`config.mk`:
```
export PLATFORM = sky130hd
export DESIGN_NAME = trts_dev_flat
export DESIGN_NICKNAME = d
export VERILOG_FILES = /design/src/rtl/trts_pkg.sv /design/src/rtl/trts_if.sv /design/src/rtl/trts_dev.sv /design/src/flat_wrapper.sv
export SDC_FILE = /design/constraint.sdc
export NUM_CORES = 1
export LEC_CHECK = 0
export BUFFER_PORTS_ARGS = -buffer_cell sky130_fd_sc_hd__buf_4
export CORE_MARGIN = 5
export CORE_UTILIZATION = 30
export CTS_CLUSTER_SIZE = 14
export DETAILED_ROUTE_END_ITERATION = 8
export PLACE_DENSITY = 0.53
export SYNTH_ARGS = -nofsm -noshare
export SYNTH_HDL_FRONTEND = slang
export SYNTH_SLANG_ARGS = --single-unit
```
`constraint.sdc`:
```
create_clock -name sys_clk -period 1.6 [get_ports sys_clk]
set_input_delay 0.32 -clock sys_clk [delete_from_list [all_inputs] [get_ports sys_clk]]
set_output_delay 0.32 -clock sys_clk [all_outputs]
set_load 0.05 [all_outputs]
```
`src/rtl/trts_pkg.sv`:
```
package trts_pkg;
  // test mode select
  localparam logic [1:0] TRTS_MODE_OFF = 2'h0;
  localparam logic [1:0] TRTS_MODE_FIXED = 2'h1;
  localparam logic [1:0] TRTS_MODE_PRBS = 2'h2;
  // least reset pulse width in parallel clock cycles
  localparam int TRTS_RST_MIN_CYC = 2;
  // least error pulse in prbs mode, recovered clock cycles
  localparam int TRTS_ERR_MIN_CYC = 3;
  localparam int TRTS_CNT_W = 4;
  localparam int TRTS_PAT_W = 8;
  localparam logic [TRTS_PAT_W-1:0] TRTS_FIXED_PAT = 8'ha5;
  localparam logic [TRTS_PAT_W-1:0] TRTS_PRBS_SEED = 8'hff;
  // prbs7-like taps on an 8-bit lfsr
  localparam logic [TRTS_PAT_W-1:0] TRTS_PRBS_TAPS = 8'hb8;
  localparam int TRTS_CYCLE_LEN = 16;
  localparam int TRTS_RCFG_W = 4;
endpackage : trts_pkg

```
`src/rtl/trts_if.sv`:
```
`timescale 1ns/1ps
interface trts_if import trts_pkg::*; ();
  logic block_power_down;
  logic tx_logic_reset;
  logic rx_analog_reset;
  logic rx_logic_reset;
  logic pipe_mode;
  logic [1:0] test_mode;
  logic [TRTS_RCFG_W-1:0] reconfig_to_transceiver;
  logic [TRTS_RCFG_W-1:0] reconfig_from_transceiver;
  logic calib_power_down;
  logic test_done;
  logic test_error;
  modport dev (
    input block_power_down, tx_logic_reset, rx_analog_reset, rx_logic_reset,
    input pipe_mode, test_mode, reconfig_to_transceiver, calib_power_down,
    output reconfig_from_transceiver, test_done, test_error
  );
  modport host (
    output block_power_down, tx_logic_reset, rx_analog_reset, rx_logic_reset,
    output pipe_mode, test_mode, reconfig_to_transceiver, calib_power_down,
    input reconfig_from_transceiver, test_done, test_error
  );
endinterface : trts_if

```
`src/rtl/trts_dev.sv`:
```
`timescale 1ns/1ps
// Operation
// - power-down stops coding, serial, recovery, express logic
// - reference clock buffers stay powered during power-down
// - tx logic reset holds tx coding; two cycles
// - rx analog reset resets receiver analog; two cycles
// - rx logic reset holds rx coding; two cycles
// - reconfig clock drives reconfig and offset cancel
// - reconfig bus in from controller, status back
// - calibration clocked by calib clock, powerable down
// - fixed mode: done on cycle or error, sticky
// - prbs mode: done on full cycle, sticky
// - fixed mode: error sticky until rx reset or power-down
// - prbs error at least three cycles, clears
module trts_dev import trts_pkg::*; #(
  parameter int CYCLE_LEN = TRTS_CYCLE_LEN
) (
  // clock and reset
  input wire logic sys_clk,
  input wire logic resetn,
  // receive data seen by the verifier, same clock
  input wire logic [TRTS_PAT_W-1:0] rx_data,
  input wire logic rx_valid,
  // user side status
  output logic refclk_buf_on,
  output logic pcs_powered,
  output logic tx_coding_run,
  output logic rx_analog_run,
  output logic rx_coding_run,
  output logic offset_cancel_run,
  output logic calib_run,
  output logic [TRTS_RCFG_W-1:0] rcfg_cfg,
  // link
  trts_if.dev lnk
);
  localparam int CW = $clog2(CYCLE_LEN + 1);
  typedef struct packed {
    logic [1:0] pd_s;
    logic [1:0] cpd_s;
    logic [1:0] pipe_s;
    logic [1:0][1:0] mode_s;
    logic [2:0][1:0] rst_s;
    logic [TRTS_RCFG_W-1:0] rc_s1;
    logic [TRTS_RCFG_W-1:0] rc_s2;
    logic [TRTS_RCFG_W-1:0] rc_out;
    logic [TRTS_PAT_W-1:0] lfsr;
    logic [CW-1:0] pos;
    logic seq_err;
    logic done;
    logic err;
    logic [TRTS_CNT_W-1:0] err_cnt;
    logic pcs_on;
    logic tx_run;
    logic rxa_run;
    logic rx_run;
    logic ofs_run;
    logic cal_run;
    logic ref_on;
  } trts_dev_t;
  trts_dev_t st_reg, st_next;
  logic pd, cpd, pipe, tx_rst, rxa_rst, rx_rst, hit_err, last;
  logic [1:0] mode;
  logic [TRTS_PAT_W-1:0] expect_w;
  always_comb begin
    st_next = st_reg;
    // only the second stage of each synchroniser is read
    st_next.pd_s = {st_reg.pd_s[0], lnk.block_power_down};
    st_next.cpd_s = {st_reg.cpd_s[0], lnk.calib_power_down};
    st_next.pipe_s = {st_reg.pipe_s[0], lnk.pipe_mode};
    st_next.mode_s = {st_reg.mode_s[0], lnk.test_mode};
    st_next.rst_s[0] = {st_reg.rst_s[0][0], lnk.tx_logic_reset};
    st_next.rst_s[1] = {st_reg.rst_s[1][0], lnk.rx_analog_reset};
    st_next.rst_s[2] = {st_reg.rst_s[2][0], lnk.rx_logic_reset};
    st_next.rc_s1 = lnk.reconfig_to_transceiver;
    st_next.rc_s2 = st_reg.rc_s1;
    pd = st_reg.pd_s[1];
    cpd = st_reg.cpd_s[1];
    pipe = st_reg.pipe_s[1];
    mode = st_reg.mode_s[1];
    tx_rst = st_reg.rst_s[0][1];
    rxa_rst = st_reg.rst_s[1][1];
    rx_rst = st_reg.rst_s[2][1];
    st_next.ref_on = 1'b1;
    st_next.pcs_on = !pd;
    st_next.tx_run = !pd && !tx_rst;
    st_next.rxa_run = !pd && !rxa_rst;
    st_next.rx_run = !pd && !rx_rst;
    // pipe mode offset cancel runs without the reconfig clock
    st_next.ofs_run = !pd && (pipe || !rxa_rst);
    st_next.cal_run = !cpd;
    if (!pd) begin
      st_next.rc_out = st_reg.rc_s2;
    end
    expect_w = (mode == TRTS_MODE_FIXED) ? TRTS_FIXED_PAT : st_reg.lfsr;
    hit_err = rx_valid && (rx_data != expect_w);
    last = rx_valid && (st_reg.pos == CW'(CYCLE_LEN - 1));
    if (st_reg.err_cnt != '0) begin
      st_next.err_cnt = st_reg.err_cnt - 1'b1;
    end
    if (pd || rx_rst || mode == TRTS_MODE_OFF) begin
      // sticky flags drop only on power-down or receive logic reset
      st_next.lfsr = TRTS_PRBS_SEED;
      st_next.pos = '0;
      st_next.seq_err = 1'b0;
      st_next.err_cnt = '0;
      if (pd || rx_rst) begin
        st_next.done = 1'b0;
        st_next.err = 1'b0;
      end
    end else if (rx_valid) begin
      st_next.lfsr = {st_reg.lfsr[TRTS_PAT_W-2:0], ^(st_reg.lfsr & TRTS_PRBS_TAPS)};
      st_next.pos = last ? '0 : st_reg.pos + 1'b1;
      if (mode == TRTS_MODE_FIXED) begin
        if (last || hit_err) begin
          st_next.done = 1'b1;
        end
        if (hit_err) begin
          st_next.err = 1'b1;
        end
      end else begin
        if (last) begin
          st_next.done = 1'b1;
        end
        st_next.seq_err = last ? 1'b0 : (st_reg.seq_err || hit_err);
        if (hit_err) begin
          st_next.err = 1'b1;
          st_next.err_cnt = TRTS_CNT_W'(TRTS_ERR_MIN_CYC - 1);
        end else if (last && !st_reg.seq_err && st_reg.err_cnt == '0) begin
          st_next.err = 1'b0;
        end
      end
    end
  end
  always_ff @(posedge sys_clk or negedge resetn) begin
    if (!resetn) begin
      st_reg <= '0;
    end else begin
      st_reg <= st_next;
    end
  end
  assign lnk.test_done = st_reg.done;
  assign lnk.test_error = st_reg.err;
  assign lnk.reconfig_from_transceiver = st_reg.rc_out;
  assign refclk_buf_on = st_reg.ref_on;
  assign pcs_powered = st_reg.pcs_on;
  assign tx_coding_run = st_reg.tx_run;
  assign rx_analog_run = st_reg.rxa_run;
  assign rx_coding_run = st_reg.rx_run;
  assign offset_cancel_run = st_reg.ofs_run;
  assign calib_run = st_reg.cal_run;
  assign rcfg_cfg = st_reg.rc_s2;
endmodule : trts_dev

```
`src/flat_wrapper.sv`:
```
// flat-port wrapper written by rule: the top's interface ports become plain ports
module trts_dev_flat import trts_pkg::*;
#(
  parameter int CYCLE_LEN = TRTS_CYCLE_LEN
)
  (sys_clk, resetn, rx_data, rx_valid, refclk_buf_on, pcs_powered, tx_coding_run, rx_analog_run, rx_coding_run, offset_cancel_run, calib_run, rcfg_cfg, lnk_block_power_down, lnk_tx_logic_reset, lnk_rx_analog_reset, lnk_rx_logic_reset, lnk_pipe_mode, lnk_test_mode, lnk_reconfig_to_transceiver, lnk_calib_power_down, lnk_reconfig_from_transceiver, lnk_test_done, lnk_test_error);
  trts_if lnk_i ();
  input wire logic sys_clk;
  input wire logic resetn;
  input wire logic [TRTS_PAT_W-1:0] rx_data;
  input wire logic rx_valid;
  output logic refclk_buf_on;
  output logic pcs_powered;
  output logic tx_coding_run;
  output logic rx_analog_run;
  output logic rx_coding_run;
  output logic offset_cancel_run;
  output logic calib_run;
  output logic [TRTS_RCFG_W-1:0] rcfg_cfg;
  input wire logic [$bits(lnk_i.block_power_down)-1:0] lnk_block_power_down;
  input wire logic [$bits(lnk_i.tx_logic_reset)-1:0] lnk_tx_logic_reset;
  input wire logic [$bits(lnk_i.rx_analog_reset)-1:0] lnk_rx_analog_reset;
  input wire logic [$bits(lnk_i.rx_logic_reset)-1:0] lnk_rx_logic_reset;
  input wire logic [$bits(lnk_i.pipe_mode)-1:0] lnk_pipe_mode;
  input wire logic [$bits(lnk_i.test_mode)-1:0] lnk_test_mode;
  input wire logic [$bits(lnk_i.reconfig_to_transceiver)-1:0] lnk_reconfig_to_transceiver;
  input wire logic [$bits(lnk_i.calib_power_down)-1:0] lnk_calib_power_down;
  output wire logic [$bits(lnk_i.reconfig_from_transceiver)-1:0] lnk_reconfig_from_transceiver;
  output wire logic [$bits(lnk_i.test_done)-1:0] lnk_test_done;
  output wire logic [$bits(lnk_i.test_error)-1:0] lnk_test_error;
  assign lnk_i.block_power_down = lnk_block_power_down;
  assign lnk_i.tx_logic_reset = lnk_tx_logic_reset;
  assign lnk_i.rx_analog_reset = lnk_rx_analog_reset;
  assign lnk_i.rx_logic_reset = lnk_rx_logic_reset;
  assign lnk_i.pipe_mode = lnk_pipe_mode;
  assign lnk_i.test_mode = lnk_test_mode;
  assign lnk_i.reconfig_to_transceiver = lnk_reconfig_to_transceiver;
  assign lnk_i.calib_power_down = lnk_calib_power_down;
  assign lnk_reconfig_from_transceiver = lnk_i.reconfig_from_transceiver;
  assign lnk_test_done = lnk_i.test_done;
  assign lnk_test_error = lnk_i.test_error;
  trts_dev #(.CYCLE_LEN(CYCLE_LEN)) u_core (.sys_clk(sys_clk), .resetn(resetn), .rx_data(rx_data), .rx_valid(rx_valid), .refclk_buf_on(refclk_buf_on), .pcs_powered(pcs_powered), .tx_coding_run(tx_coding_run), .rx_analog_run(rx_analog_run), .rx_coding_run(rx_coding_run), .offset_cancel_run(offset_cancel_run), .calib_run(calib_run), .rcfg_cfg(rcfg_cfg), .lnk(lnk_i));
endmodule
```
# == After elaboration in Yosys (flattened, before gate mapping) ==
# Cells that the tools add are included.
# totals
reg_bits,55
input_bits,23
output_inout_bits,17
# op_classes
addsub,2
n_eq_ne,7
mux,16
n_reduce_logical,29
# op_table
cell,n
$mux W20,2
$mux W4,3
$logic_and A1 B1 Y1,8
$mux W8,1
$ne A8 B8 Y1,1
$reduce_and A4 Y1,2
$reduce_xor A8 Y1,1
$mux W1,7
$logic_not A1 Y1,6
$reduce_bool A3 Y1,2
$add A5 B1 Y5 const B,1
$eq A5 B4 Y1 const B,1
$logic_or A1 B1 Y1,5
$mux W5,1
$logic_not A4 Y1,1
$mux W2,2
$reduce_bool A4 Y1,1
$sub A4 B1 Y4 const B,1
$ne A3 B2 Y1 const B,1
$ne A3 B3 Y1 const B,1
$eq A2 B1 Y1 const B,1
$logic_not A2 Y1,1
$ne A2 B1 Y1 const B,1
$ne A2 B2 Y1 const B,1
2 further kinds,2

# == Logic depth before layout (Yosys ltp) ==
# logic_depth
word_depth,9
mapped_depth,7
mapped_depth_nobuf,7

# == Worst setup path after synthesis ==
# Ideal clock, no wire load.
# synth_path
kind,flip-flop to flip-flop
startpoint,"register u_core.st_reg, in the netlist u_core.mode[1]"
endpoint,register u_core.st_reg[8] (netlist bit)
setup_ns,0.119
t_arrival_ns,1.489
t_required_ns,1.481
path_slack_ns,-0.008
stages_incl_launch_ff,8
n_path_buf,1
period_less_slack_ns,1.608
cell_sequence,dfrtp_1 > nor2b_1 > buf_4 > a21oi_1 > o32ai_1 > nand4_1 > and3_4 > o21a_1
# synth_rtl
element,line_no,rtl
start: declaration,trts_dev.sv:60,"trts_dev_t st_reg, st_next;"
start signal: assignment,trts_dev.sv:138,st_reg <= st_next;

# == Worst setup path after layout ==
# layout_path
startpoint,"register u_core.st_reg, in the netlist u_core.mode[1]"
endpoint,register u_core.st_reg[13] (netlist bit)
# layout_between
elab_chain_cells,9
# layout_rtl
element,line_no,rtl
$eq A2 B1 Y1,"trts_dev.sv:94, trts_dev.sv:113",
$mux W8,trts_dev.sv:94,expect_w = (mode == TRTS_MODE_FIXED) ? TRTS_FIXED_PAT : st_reg.lfsr;
$ne A8 B8 Y1,trts_dev.sv:95,hit_err = rx_valid && (rx_data != expect_w);
$logic_and A1 B1 Y1,trts_dev.sv:95,
$logic_or A1 B1 Y1,trts_dev.sv:124,st_next.seq_err = last ? 1'b0 : (st_reg.seq_err || hit_err);
$mux W1,trts_dev.sv:124,
$mux W1,trts_dev.sv:113,if (mode == TRTS_MODE_FIXED) begin
$mux W20,trts_dev.sv:110,end else if (rx_valid) begin
$mux W20,trts_dev.sv:100,if (pd || rx_rst || mode == TRTS_MODE_OFF) begin
# Parallel ways exist; a longest one is shown, timed or not. The select of a mux whose other input is x is not followed.
# A chain may end at the register's enable or synchronous reset.

==> impl_metrics.env <==
export IMPL_required_ps=1840
export IMPL_slowest_stage="dfrtp_1"
export IMPL_area_growth_pct=34.0
export IMPL_grt_pass1_vias=1486
export IMPL_p_clk_frac=0.337
export IMPL_die_h_um=95.6
export IMPL_cts_made_buffers=5
export IMPL_fmax_mhz=600
export IMPL_nFillCells=698
export IMPL_synth_async_sr_flop_share=1.00
export IMPL_io_buffers=39
export IMPL_cp_arrival_ps=1900
export IMPL_endpoint_kind="register"
export IMPL_grt_overflow=0
export IMPL_pwr_share_seq=0.522
export IMPL_swShare=0.257
export IMPL_ant_nets=0
export IMPL_critPathLaunchType="register"
export IMPL_synthCells=185
export IMPL_routed_wl_um=4070
export IMPL_antenna_found_initial=0
export IMPL_rr_startpoint="u_core.mode[1]"
export IMPL_synthesis_nets=210
export IMPL_failed_checks="negative setup slack"
export IMPL_yosysWarningCount=0
export IMPL_num_antenna_cells=0
export IMPL_hold_ws_ps=108
export IMPL_clk_pin_slew_ps=100
export IMPL_avgSynthCellArea_sq_um=11.9
export IMPL_finClkSkew_ps=5.61
export IMPL_grt_max_degree=56
export IMPL_initial_core_util=0.306
export IMPL_maxSlewViolCount=0
export IMPL_cts_htree_levels=2
export IMPL_fp_dieArea_sq_um=9130
export IMPL_multi_input_area_sq_um=759
export IMPL_drc=0
export IMPL_maxCapViolCount=0
export IMPL_hold_class="input port to register"
export IMPL_rr_endpoint="u_core.st_reg[13]"
export IMPL_synth_edff_count=0
export IMPL_period_share=1.04
export IMPL_postLayoutSetupSlackWorst_ps=-66.0
export IMPL_place_congestion=0.782
export IMPL_viasPerCell=4.33
export IMPL_die_x_um=95.6
export IMPL_vdd_drop_max_uv=516
export IMPL_r2r_cells=8
export IMPL_finalHoldViolCount=0
export IMPL_r2r_setup_slack_ps=-70
export IMPL_layout_common_cells="buf_4 (63), dfrtp_1 (55), inv_1 (13)"
export IMPL_ys_ff_latch=55
export IMPL_path_buf_inv=2
export IMPL_p_sw_w=0.000727
export IMPL_p_leak_nw=1.35
export IMPL_hpwl_um=2910
export IMPL_p_int_w=0.00210
export IMPL_drt_pass1_iter_count=4
export IMPL_design_area_sq_um=2940
export IMPL_finalSetupViolCount=6
export IMPL_yosysUniqueCellTypes=43
export IMPL_syn_cell_area_sq_um=2200
export IMPL_largest_reg_flops=19
export IMPL_status="finished with violations"
export IMPL_grt_usage=0.0975
export IMPL_hold_end="u_core.st_next[33]"
export IMPL_hold_depth=1
export IMPL_ys_flop_type="dfrtp_1"
export IMPL_dpl_cell_area_sq_um=2700
export IMPL_critical_path_class="register to register"
export IMPL_cp_cell_sequence="buf_6, or2b_1, a31oi_1, o21ai_1, nand4_1, buf_4, o311ai_2, a21oi_1"
export IMPL_ys_seq_area_frac=0.627
export IMPL_cts_root_buf="clkbuf_8"
export IMPL_io_pins=40
export IMPL_cts_tree="done"
export IMPL_combPwrFrac=0.141
export IMPL_clkLatencyLatePin_ps=310
export IMPL_crit_fanout=4
export IMPL_post_route_util=0.410
export IMPL_crit_family="compound AO/OA/AOI/OAI gates"
export IMPL_rows=31
export IMPL_layout_nets=270
export IMPL_clock_sinks=55
export IMPL_hp_start="lnk_reconfig_to_transceiver[2]"
export IMPL_p_total_w=0.00283
export IMPL_powerDensity_nw_per_um2=961
export IMPL_wl_per_cell_um=11.8
export IMPL_drive_gt1_frac=0.370
export IMPL_grt_pass1_wl_um=6900
export IMPL_drt_iter0_drc=72
export IMPL_cpPeakStageDelay_ps=430
export IMPL_coreArea_sq_um=7180
export IMPL_layout_commonest_cell="buf_4"
export IMPL_clk_path_buf_depth=2
export IMPL_regArea_sq_um=1380
export IMPL_vias=1493
export IMPL_fin_crit_ps=1670
export IMPL_rsz0062_at_grt="true"
## Yosys cell counts (all sizes together), types with 4 or more instances
cell type,instances,share of area
a21oi,10,0.023
inv,13,0.022
dfrtp,55,0.63
nand2,11,0.019
xnor2,7,0.028
nor2,10,0.017
mux2,4,0.021
mux2i,5,0.023
o21ai,7,0.016
buf,11,0.035
nor3,4,0.0091
a31oi,4,0.011
## stage by stage
step / cells / setup TNS, ps / worst slack [ps]
2_1_floorplan: 185 / 0 / 4.84
3_3_place_gp: 331 / -868 / -205
3_5_place_dp: 331 / -1450 / -287
4_1_cts: 344 / -264 / -62.2
5_1_grt: 345 / -1060 / -180
6_report: 345 / -206 / -66.0
## final cells by class
cell class / count / area share
well taps: 99 / 0.0421
repair buffers: 66 / 0.175
clock inverters: 3 / 0.0170
clock buffers: 5 / 0.0234
inverters: 13 / 0.0166
multi-input cells: 104 / 0.258
flip-flops and latches: 55 / 0.468
## timing repair
| item | in CTS | in global routing |
|---|---|---|
| hold endpoints to repair | 55 | 0 |
| buffers inserted | 4 | 1 |
| hold buffers | 1 | 0 |
| resized for setup | 7 | 8 |
| pin swaps | 8 | 6 |
| endpoints found under the setup margin | 7 | 8 |
## worst reg2reg max path, stage by stage (launching register included)
cell      delay, ps
dfrtp_1         430
buf_6           140
or2b_1          250
a31oi_1         140
o21ai_1          90
nand4_1         170
buf_4           150
o311ai_2         90
a21oi_1         150
## power groups by stage
| stage | registers (W) | clock network, W | logic [W] |
|---|---|---|---|
| 2_1_floorplan | 0.00154 | 0 | 0.000182 |
| 3_3_place_gp | 0.00150 | 0 | 0.000376 |
| 3_5_place_dp | 0.00150 | 0 | 0.000377 |
| 4_1_cts | 0.00148 | 0.000994 | 0.000393 |
| 5_1_grt | 0.00149 | 0.00104 | 0.000430 |
| 6_report | 0.00148 | 0.000952 | 0.000397 |
## layer usage
layer  vias to the layer above  track usage  share of wire
li1                        749            -              -
met1                       715        0.122           0.46
met2                        23        0.157           0.49
met3                         6       0.0316          0.036
met4                         0       0.0355          0.013
met5                         -            0              0
## how the worst max path moves through the flow
stage	from	to	slack, ps	cells past startpoint
finish	u_core.mode[1]	u_core.st_reg[13]	-70	8
global route	u_core.mode[1]	u_core.lnk.test_error	-180	8
CTS	u_core.mode[1]	u_core.st_reg[8]	-60	7
detailed placement	u_core.mode[1]	u_core.st_reg[8]	-290	6
global placement	u_core.mode[1]	u_core.st_reg[8]	-210	6
floorplan	u_core.mode[1]	u_core.st_reg[8]	5	7
## kinds of logic after synthesis
logic type / share of synthesized area
flops: 0.627
simple gates: 0.116
compound gates: 0.104
buf+inv: 0.0604
xor+xnor: 0.0359
mux: 0.0433
fa+ha+maj: 0.0114
other cells: 0.00171
Power figures use the tool's default switching activity.
